<file path="src/cwp_map.vh">
// Constants for the configuration word decoder: offsets, fields, counts.
// Assumes a 100 MHz ref_clk and an AHB-Lite register port at word offsets.
`ifndef CWP_MAP_VH
`define CWP_MAP_VH
// Offsets are register indices; the byte address is four times the index
`define CWP_OFF_UID0      32'h0000_8000
`define CWP_OFF_IDENT     32'h0000_8006
`define CWP_OFF_CFG1      32'h0000_8007
`define CWP_OFF_CFG2      32'h0000_8008
`define CWP_OFF_OSCCTL    32'h0000_8010
`define CWP_OFF_STATUS    32'h0000_8014
`define CWP_OFF_PROG      32'h0000_8018
`define CWP_CFG2_ONES     14'h08EC
`define CWP_B_LOWV_PROG   13
`define CWP_B_DBG         12
`define CWP_B_BO_LEVEL    10
`define CWP_B_STK         9
`define CWP_B_PLL         8
`define CWP_B_DATA_PROT   8
`define CWP_B_CODE_PROT   7
`define CWP_STARTUP_CYC   11'h400
`define CWP_OSEL_XTAL_LOW  3'h0
`define CWP_OSEL_XTAL_MED  3'h1
`define CWP_OSEL_XTAL_HIGH 3'h2
`define CWP_OSEL_RC        3'h3
`define CWP_OSEL_INT       3'h4
`define CWP_OSEL_EXT_LOW   3'h5
`define CWP_OSEL_EXT_MED   3'h6
`define CWP_OSEL_EXT_HIGH  3'h7
`endif

</file>
<file path="src/cwp_config_loader.v">
// Configuration word decoder with protection and clock-mode selection.
// Assumes config words arrive on ports, AHB-Lite single word transfers.
`timescale 1ns/1ps
`default_nettype none
`include "cwp_map.vh"
module cwp_config_loader #(
  parameter [8:0] DEVICE_IDENT   = 9'h15B, // Arbitrary value
  parameter [4:0] REVISION_IDENT = 5'h01   // Arbitrary value
) (
  input  wire        ref_clk,
  input  wire        resetn,
  input  wire [13:0] nv_cfg_word_one,
  input  wire [13:0] nv_cfg_word_two,
  input  wire        lv_entry_req,
  input  wire        hv_entry_req,
  input  wire        ext_prog_rd,
  input  wire        ext_prog_wr,
  input  wire        ext_data_rd,
  input  wire        ext_data_wr,
  input  wire [7:0]  ext_rd_data_in,
  input  wire        cpu_prog_wr,
  input  wire [12:0] cpu_prog_addr,
  input  wire        stack_fault,
  input  wire        osc_clock_tick,
  input  wire        ext_clock_lost,
  input  wire        wake_event,
  input  wire        hsel,
  input  wire [31:0] haddr,
  input  wire [1:0]  htrans,
  input  wire        hwrite,
  input  wire [2:0]  hsize,
  input  wire [31:0] hwdata,
  input  wire        hready,
  output reg  [31:0] hrdata,
  output reg         hreadyout,
  output reg         hresp,
  output reg         prog_mode_active,
  output reg         debug_pins_owned,
  output reg         brownout_low_trip,
  output reg         stack_reset_req,
  output reg         pll_enable,
  output reg         ext_prog_grant,
  output reg         ext_data_grant,
  output reg  [7:0]  ext_rd_data_out,
  output reg         cpu_prog_wr_grant,
  output reg  [2:0]  osc_mode,
  output reg  [1:0]  sys_clock_source,
  output reg  [1:0]  int_source_select,
  output reg         clock_pin_released,
  output reg         exec_hold
);

////////////////////////////////////////////////////////////////////////////
// Configuration latch and pin synchronisers

reg  [13:0] cfg1_q;
reg  [13:0] cfg2_q;
reg         cfg_loaded_q;
reg  [2:0]  tick_sync_q;
reg  [2:0]  lost_sync_q;
reg  [2:0]  wake_sync_q;
reg         tick_st_q;
reg         lost_st_q;
reg         wake_st_q;
reg  [13:0] prog_val;
reg         prog_we;

always @(posedge ref_clk) begin
  if (!resetn) begin
    cfg_loaded_q <= 1'b0;
    cfg1_q       <= 14'h3FFF;
    cfg2_q       <= 14'h3FFF;
  end else if (!cfg_loaded_q) begin
    // Caught once after release; until next reset only a PROG write changes word two
    cfg_loaded_q <= 1'b1;
    cfg1_q       <= nv_cfg_word_one;
    cfg2_q       <= nv_cfg_word_two | `CWP_CFG2_ONES;
  end else if (prog_we) begin
    cfg2_q <= prog_val | `CWP_CFG2_ONES;
  end
end

// Three flops; a change counts once the last two agree
always @(posedge ref_clk) begin
  if (!resetn) begin
    tick_sync_q <= 3'h0;
    lost_sync_q <= 3'h0;
    wake_sync_q <= 3'h0;
    tick_st_q   <= 1'b0;
    lost_st_q   <= 1'b0;
    wake_st_q   <= 1'b0;
  end else begin
    tick_sync_q <= {tick_sync_q[1:0], osc_clock_tick};
    lost_sync_q <= {lost_sync_q[1:0], ext_clock_lost};
    wake_sync_q <= {wake_sync_q[1:0], wake_event};
    if (tick_sync_q[1] == tick_sync_q[2])
      tick_st_q <= tick_sync_q[2];
    if (lost_sync_q[1] == lost_sync_q[2])
      lost_st_q <= lost_sync_q[2];
    if (wake_sync_q[1] == wake_sync_q[2])
      wake_st_q <= wake_sync_q[2];
  end
end

////////////////////////////////////////////////////////////////////////////
// AHB-Lite slave

reg         ph_valid_q;
reg         ph_write_q;
reg  [31:0] ph_addr_q;
reg  [13:0] uid_q [0:3];
reg  [1:0]  clk_sel_q;
reg  [1:0]  irc_q;
reg         lv_mode_q;
reg         refused_q;
reg  [31:0] rd_d;
wire [2:0]  osel = cfg1_q[2:0];
// Registers decode on the word index; byte lanes are not used
wire [31:0] reg_idx = {2'b00, ph_addr_q[31:2]};
wire        wr_go = ph_valid_q && ph_write_q;
wire        rd_take = hready && hsel && htrans[1] && !hwrite;

always @(posedge ref_clk) begin
  if (!resetn) begin
    ph_valid_q <= 1'b0;
    ph_write_q <= 1'b0;
    ph_addr_q  <= 32'h0000_0000;
    hreadyout  <= 1'b1;
    hresp      <= 1'b0;
    hrdata     <= 32'h0000_0000;
  end else begin
    // One wait state on reads: the word is fetched after any write
    // that lands in the same cycle as the read's address phase
    hreadyout <= !rd_take;
    hresp     <= 1'b0;
    if (hready) begin
      ph_valid_q <= hsel && htrans[1];
      ph_write_q <= hwrite;
      ph_addr_q  <= haddr;
    end
    if (ph_valid_q && !ph_write_q && !hreadyout)
      hrdata <= rd_d;
  end
end

// Word index decode; unmapped words read as zero
always @* begin
  rd_d = 32'h0000_0000;
  case (reg_idx)
    `CWP_OFF_UID0:        rd_d = {18'h0, uid_q[0]};
    `CWP_OFF_UID0 + 32'h1: rd_d = {18'h0, uid_q[1]};
    `CWP_OFF_UID0 + 32'h2: rd_d = {18'h0, uid_q[2]};
    `CWP_OFF_UID0 + 32'h3: rd_d = {18'h0, uid_q[3]};
    `CWP_OFF_IDENT: rd_d = {18'h0, DEVICE_IDENT, REVISION_IDENT};
    `CWP_OFF_CFG1:  rd_d = {18'h0, cfg1_q};
    `CWP_OFF_CFG2:  rd_d = {18'h0, cfg2_q};
    `CWP_OFF_OSCCTL: rd_d = {28'h0, irc_q, clk_sel_q};
    `CWP_OFF_STATUS: rd_d = {26'h0, refused_q, exec_hold, lv_mode_q,
                             sys_clock_source, lost_st_q};
    default:        rd_d = 32'h0000_0000;
  endcase
end

// Programming of word two through the protection path
always @* begin
  prog_we  = wr_go && (reg_idx == `CWP_OFF_PROG) && prog_mode_active;
  prog_val = hwdata[13:0];
  // Low-voltage entry may not clear its own enable bit
  if (lv_mode_q && !hwdata[`CWP_B_LOWV_PROG])
    prog_we = 1'b0;
end

genvar gi;
generate
  for (gi = 0; gi < 4; gi = gi + 1) begin : g_uid
    always @(posedge ref_clk) begin
      if (!resetn)
        uid_q[gi] <= 14'h3FFF;
      else if (wr_go && reg_idx == `CWP_OFF_UID0 + gi)
        uid_q[gi] <= hwdata[13:0];
    end
  end
endgenerate

always @(posedge ref_clk) begin
  if (!resetn) begin
    clk_sel_q <= 2'h0;
    irc_q     <= 2'h0;
    refused_q <= 1'b0;
  end else begin
    if (wr_go && reg_idx == `CWP_OFF_OSCCTL) begin
      clk_sel_q <= hwdata[1:0];
      irc_q     <= hwdata[3:2];
    end
    if (wr_go && reg_idx == `CWP_OFF_PROG && prog_mode_active
        && lv_mode_q && !hwdata[`CWP_B_LOWV_PROG])
      refused_q <= 1'b1;
    else if (wr_go && reg_idx == `CWP_OFF_STATUS && hwdata[5])
      refused_q <= 1'b0;
  end
end

////////////////////////////////////////////////////////////////////////////
// Programming entry, protection and control decode

always @(posedge ref_clk) begin
  if (!resetn) begin
    lv_mode_q        <= 1'b0;
    prog_mode_active <= 1'b0;
  end else if (!prog_mode_active && cfg_loaded_q) begin
    if (lv_entry_req && cfg2_q[`CWP_B_LOWV_PROG]) begin
      prog_mode_active <= 1'b1;
      lv_mode_q        <= 1'b1;
    end else if (hv_entry_req) begin
      prog_mode_active <= 1'b1;
    end
  end
end

always @(posedge ref_clk) begin
  if (!resetn) begin
    debug_pins_owned  <= 1'b0;
    brownout_low_trip <= 1'b1;
    stack_reset_req   <= 1'b0;
    pll_enable        <= 1'b0;
    ext_prog_grant    <= 1'b0;
    ext_data_grant    <= 1'b0;
    ext_rd_data_out   <= 8'h00;
    cpu_prog_wr_grant <= 1'b0;
  end else begin
    debug_pins_owned  <= !cfg2_q[`CWP_B_DBG];
    brownout_low_trip <= cfg2_q[`CWP_B_BO_LEVEL];
    stack_reset_req   <= stack_fault && cfg2_q[`CWP_B_STK];
    pll_enable        <= cfg2_q[`CWP_B_PLL];
    ext_prog_grant    <= (ext_prog_rd || ext_prog_wr)
                         && cfg1_q[`CWP_B_CODE_PROT];
    ext_data_grant    <= (ext_data_rd || ext_data_wr)
                         && cfg1_q[`CWP_B_DATA_PROT];
    ext_rd_data_out   <= cfg1_q[`CWP_B_CODE_PROT] ? ext_rd_data_in
                                                  : 8'h00;
    // CPU reads never gated; only the self-write field limits writes
    case (cfg2_q[1:0])
      2'h3:    cpu_prog_wr_grant <= cpu_prog_wr;
      2'h2:    cpu_prog_wr_grant <= cpu_prog_wr && cpu_prog_addr > 13'h01FF;
      2'h1:    cpu_prog_wr_grant <= cpu_prog_wr && cpu_prog_addr > 13'h0FFF;
      default: cpu_prog_wr_grant <= 1'b0;
    endcase
  end
end

////////////////////////////////////////////////////////////////////////////
// Clock mode, start-up timer and failure switchover

localparam [1:0] ST_LOAD = 2'h0;
localparam [1:0] ST_WAIT = 2'h1;
localparam [1:0] ST_RUN  = 2'h2;
reg  [1:0]  state_q;
reg  [10:0] start_cnt_q;
reg         tick_prev_q;
reg         wake_prev_q;
reg         failed_q;
wire        crystal = (osel == `CWP_OSEL_XTAL_LOW)
                      || (osel == `CWP_OSEL_XTAL_MED)
                      || (osel == `CWP_OSEL_XTAL_HIGH);
wire        tick_edge = tick_st_q && !tick_prev_q;

always @(posedge ref_clk) begin
  if (!resetn) begin
    state_q     <= ST_LOAD;
    start_cnt_q <= 11'h000;
    tick_prev_q <= 1'b0;
    wake_prev_q <= 1'b0;
    failed_q    <= 1'b0;
    exec_hold   <= 1'b1;
  end else begin
    tick_prev_q <= tick_st_q;
    wake_prev_q <= wake_st_q;
    if (lost_st_q && osel != `CWP_OSEL_INT)
      failed_q <= 1'b1;
    case (state_q)
      ST_LOAD: begin
        if (cfg_loaded_q) begin
          start_cnt_q <= 11'h000;
          state_q <= crystal ? ST_WAIT : ST_RUN;
        end
      end
      ST_WAIT: begin
        if (tick_edge)
          start_cnt_q <= start_cnt_q + 11'h001;
        if (start_cnt_q == `CWP_STARTUP_CYC || failed_q) begin
          state_q   <= ST_RUN;
          exec_hold <= 1'b0;
        end
      end
      ST_RUN: begin
        exec_hold <= 1'b0;
        if (wake_st_q && !wake_prev_q && crystal) begin
          start_cnt_q <= 11'h000;
          exec_hold   <= 1'b1;
          state_q   <= ST_WAIT;
        end
      end
      default: state_q <= ST_LOAD;
    endcase
  end
end

// Fully static: state moves only on clock edges, never on time
always @(posedge ref_clk) begin
  if (!resetn) begin
    osc_mode           <= `CWP_OSEL_INT;
    sys_clock_source   <= 2'h0;
    int_source_select  <= 2'h0;
    clock_pin_released <= 1'b0;
  end else begin
    osc_mode           <= osel;
    clock_pin_released <= (osel == `CWP_OSEL_INT);
    int_source_select  <= irc_q;
    if (failed_q)
      sys_clock_source <= 2'h2;
    else
      sys_clock_source <= clk_sel_q[1] ? 2'h2 : clk_sel_q;
  end
end

endmodule // cwp_config_loader
`default_nettype wire

</file>
<file path="config.mk">
export PLATFORM = sky130hd
export DESIGN_NAME = cwp_config_loader
export DESIGN_NICKNAME = d
export VERILOG_FILES = /design/src/cwp_config_loader.v
export VERILOG_INCLUDE_DIRS = /design/src /design/src/src
export SDC_FILE = /design/constraint.sdc
export NUM_CORES = 1
export LEC_CHECK = 0
export BUFFER_PORTS_ARGS = -buffer_cell sky130_fd_sc_hd__buf_4
export CAP_MARGIN = 20
export CORE_MARGIN = 10
export CORE_UTILIZATION = 40
export CTS_CLUSTER_DIAMETER = 50
export CTS_CLUSTER_SIZE = 12
export DETAILED_ROUTE_END_ITERATION = 8
export SYNTH_ARGS = -nofsm -noshare
export SYNTH_HDL_FRONTEND = slang
export SYNTH_SLANG_ARGS = --single-unit
export TNS_END_PERCENT = 10
</file>
<file path="constraint.sdc">
create_clock -name ref_clk -period 8.2 [get_ports ref_clk]
set_input_delay 0.41 -clock ref_clk [delete_from_list [all_inputs] [get_ports ref_clk]]
set_output_delay 0.41 -clock ref_clk [all_outputs]
set_load 0.01 [all_outputs]
</file>
==> Word-level counts from Yosys, hierarchy flattened <==
Memories as Yosys holds them, arrays and structs flattened.
Index checks and enable logic that the tools add are counted.
{ "totals": {"memories": 1, "out_inout_bits": 59, "elab_cells": 173, "mem_bits_rw": 56, "inputBits": 134, "regBits": 149} }
{ "op_classes": {"n_mux": 41, "n_reduce_logical": 57, "bitwise_logic": 5, "n_lt_le_gt_ge": 2, "addsub": 1, "n_eq_ne": 28} }
{ "mem_list": {"columns": ["name", "depth", "width", "read_ports", "rd_ports_with_merged_regs", "wr", "line", "rtl"], "rows": [
  ["uid_q", 4, 14, 4, 0, 4, "cwp_config_loader.v:111", "reg [13:0] uid_q [0:3];"]
]} }
{ "op_table": {"columns": ["cell", "n"], "rows": [
  ["30-bit by 16-bit == test with 1-bit output (second input constant)", 10],
  ["14-bit one-hot mux with 9 select lines", 1],
  ["14-bit 2-to-1 mux", 6],
  ["11-bit 2-to-1 mux", 3],
  ["11-bit one-hot mux with 3 select lines", 1],
  ["1-bit logical AND", 30],
  ["1-bit 2-to-1 mux", 21],
  ["13-bit by 12-bit greater-than comparator with 1-bit output (second input constant)", 1],
  ["13-bit by 9-bit greater-than comparator with 1-bit output (second input constant)", 1],
  ["2-bit 2-to-1 mux", 6],
  ["11-bit by 1-bit adder with 11-bit output (second input constant)", 1],
  ["11-bit == test (second input constant)", 1],
  ["1-bit logical NOT", 9],
  ["2-bit inequality test (second input constant)", 4],
  ["2-bit AND reduction", 4],
  ["2-bit == test (second input constant)", 3],
  ["2-bit one-hot mux with 3 select lines", 1],
  ["2-bit nonzero test", 3],
  ["1-bit logical OR", 5],
  ["2-bit by 1-bit == test with 1-bit output (second input constant)", 2],
  ["1-bit OR", 4],
  ["4-bit AND reduction", 1],
  ["1-bit == test", 3],
  ["3-bit by 1-bit == test with 1-bit output (second input constant)", 1],
  ["other kinds (12)", 12]
]} }

==> Longest topological paths before layout <==
{ "logic_depth": {"word_depth": 6, "mapped_depth": 7, "ltp_nobuf": 7} }

==> Worst setup path after synthesis <==
No wires, ideal clock.
{ "synth_path": {"kind": "register to register", "from": "reg ph_addr_q[15]", "to": "mem uid_q[3][0] (enable)", "stages_incl_launch_ff": 5, "setup_ns": 0.404, "t_required_ns": 7.796, "period_less_slack_ns": 3.068, "path_buffers": 0, "setup_slack_ns": 5.132, "t_arrival_ns": 2.663, "cell_sequence": "dfxtp_1 nor4b_4 nand4_2 or4_4 o21ai_0"} }
{ "synth_lines": {"columns": ["item", "line", "rtl"], "rows": [
  ["start: declaration", "cwp_config_loader.v:110", "reg [31:0] ph_addr_q;"],
  ["start signal: assignment", "cwp_config_loader.v:139", "ph_addr_q <= haddr;"],
  ["end: declaration", "cwp_config_loader.v:111", null]
]} }

==> flow_summary.yaml <==
sta:
  period_share_pct: 38.4
  tns_ps: 0
  slew_headroom_pct: 39.6
  max_freq_mhz: 317
  rsz0062_at_grt: "false"
  slew_viol_final: 0
  finClkSkew_ps: 17.9
  period_needed_ps: 3150
  setup_viol: 0
  hold_viol: 0
  max_slew.worst_pin.slew_ps: 905
pwr:
  p_comb_share_pct: 9.2
  ir_drop_mv: 0.139
  cellLeakagePower_nw: 3.69
  seqPwrFrac_pct: 49.9
  clock_power_share_pct: 40.9
  p_per_area_mw_per_mm2: 203
  internal_power_mw: 1.52
  swShare_pct: 23.5
  p_sw_mw: 0.466
clocking:
  cts_root_buf: "clkbuf_16"
  cts_hold_buf: 0
  clk_path_buf_depth: 2
  cts_resized: 0
  cts_buffers: 17
  clk_pin_slew_ps: 70
  cts_tree: "yes"
  postCtsSetupBuffers: 0
  htreeDepth: 4
  cts.sinks: 185
  worstSkewPairLatency_ps: 440
run_status:
  outcome: "finished, final reports clean"
floorplanning:
  dieArea_mm2: 0.0262
  rows: 51
  num_io_pins: 193
  die_y_um: 162
  die_w_um: 162
  start_util_pct: 40.9
  core_region_area_mm2: 0.0197
synthesis:
  synth_area_per_cell_um2: 10.9
  ys_ff_latch: 185
  yosys_warnings: 0
  syn-cell-area_mm2: 0.00805
  synth_area_leaders: "dfxtp_1, edfxtp_1, mux2i_1, nand2b_1, mux4_2"
  synth_edf_count: 56
  synth_top_area_cell: "dfxtp_1"
  synth-async-reset-ratio_pct: 0
  netlist_instances: 740
  synth_seq_area_share_pct: 53.0
  ys.flop_type: "dfxtp_1"
  netlist.area_leader.share_pct: 32.1
  yosysUniqueCellTypes: 67
routing:
  routed_wl_um: 21500
  postRouteAntennaNets: 0
  drc: 0
  post_drt_wl_per_cell_um: 18.9
  vias: 5833
  viasPerCell: 5.13
  firstDrtPassIters: 5
  detail_route.iter0.violations: 367
worst_setup_path:
  path_buf_inv: 0
  end_kind: "flip-flop"
  reg2reg_slack_ps: 5050
  startpoint_type: "flip-flop"
  crit_start: "ph_addr_q[15]"
  crit_end: "uid_q[3][12]"
  critPathTopFamily: "simple AND/OR/NAND/NOR gates"
  path_depth: 4
  crit_required_ps: 8250
  reg2reg_depth: 4
  arrival_ps: 3200
  critPathMaxStageDelay_ps: 760
  path_class: "flip-flop to flip-flop"
  cp_cell_sequence: "nor4b_4 > nand4_2 > or4_4 > o21ai_2"
  r2r-start: "ph_addr_q[15]"
  critPathMaxFanout: 14
  r2r_end: "uid_q[3][12]"
  critical_path.slowest_cell: "o21ai_2"
layout:
  final_cell_mix: "buf_4, dfxtp_1, mux2i_1, nand2b_1, nor2_1"
  layout_commonest_cell: "buf_4"
  nets: 1000
  synthToLayoutAreaGrowth_pct: 21.8
  antenna_cells: 0
  drive_above_1_share_pct: 23.6
  final_util_pct: 49.9
  fillers: 1858
  layoutNonFillerInstCount: 1138
run:
  cap_violations: 0
global_routing:
  track_usage_pct: 16.2
  grt_max_degree: 67
  antenna_found_initial: 0
  grt_pass1_wl_um: 33100
  overflow: 0
  grt_pass1_vias: 5813
placed_design:
  place.gp.congestion: 0.831
  port_buffers: 134
  hpwlAfterDp_um: 15400
  numPlacedInstances: 1106
worst_hold_path:
  hold_class: "primary input to flip-flop"
## metal layers
metal	track usage, %	vias to the layer above	wire length (um)
met4	4.88	0	283
met5	0	-	0
met1	19.8	2810	9140
met2	27.1	151	10800
met3	4.68	13	1260
li1	-	2859	-
## worst min path at each step
stage	depth (start not counted)	from	slack (ps)	endpoint
after floorplan	1	cfg2_q[12]	400	debug_pins_owned
after global placement	1	lost_sync_q[0]	420	lost_sync_q[1]
after detailed placement	1	tick_sync_q[0]	430	tick_sync_q[1]
after CTS	2	hsel	140	hreadyout
after global routing	2	hsel	150	hreadyout
final	2	hsel	160	hreadyout
## cells in the mapped netlist, types with 10 or more instances
cell      instances
a21oi_1          29
a31oi_1          10
and2_1           19
and3_1           15
buf_4            19
clkbuf_1         29
dfxtp_1         129
edfxtp_1         56
mux2i_1          63
mux4_2           13
nand2_1          57
nand2b_1         63
nand3_1          14
nor2_1           59
o21ai_0          30
## power groups by stage
stage / sequential, mW / clock, mW / combinational [mW]
finish: 0.991 / 0.813 / 0.183
detailed placement: 1.01 / 0 / 0.184
global route: 0.994 / 0.874 / 0.201
CTS: 0.991 / 0.833 / 0.185
global placement: 1.01 / 0 / 0.183
floorplan: 1.00 / 0 / 0.112
## kinds of logic after synthesis
family | Yosys count | share of synthesized area [%]
other cells | 1 | 0.0466
mux | 77 | 11.6
xor+xnor | 5 | 0.544
flops | 185 | 53.0
fa+ha+maj | 5 | 0.777
compound gates | 109 | 8.60
simple gates | 292 | 21.1
buf+inv | 66 | 4.31
## registers in the layout, summed over array words and instances, names as in the netlist, 2 cells and up
signal	count
cfg1_q	14
cfg2_q	8
clk_sel_q	2
ext_rd_data_out	8
hrdata	14
int_source_select	2
irc_q	2
lost_sync_q	3
osc_mode	3
ph_addr_q	30
start_cnt_q	11
state_q	2
sys_clock_source	2
tick_sync_q	3
uid_q	56
wake_sync_q	3
## per-stage QoR
stage / hold slack [ps] / power [mW] / setup WS (ps) / cell area [um2]
floorplan: 401 / 1.12 / 5130 / 8120
global placement: 421 / 1.19 / 5070 / 9200
detailed placement: 426 / 1.19 / 5070 / 9200
CTS: 140 / 2.01 / 5050 / 9790
global route: 154 / 2.07 / 4850 / 9800
finish: 156 / 1.99 / 5050 / 9800
## cell type report
cell class,instances,area (um2),area share [%]
timing repair buffer,142,1070,10.9
multi-input combinational,507,3510,35.8
clock buffer,22,505,5.16
inverter,8,30.0,0.306
sequential,185,4270,43.5
tap,265,332,3.38
clock inverter,9,86.3,0.881
(Power assumes the default switching activity.)
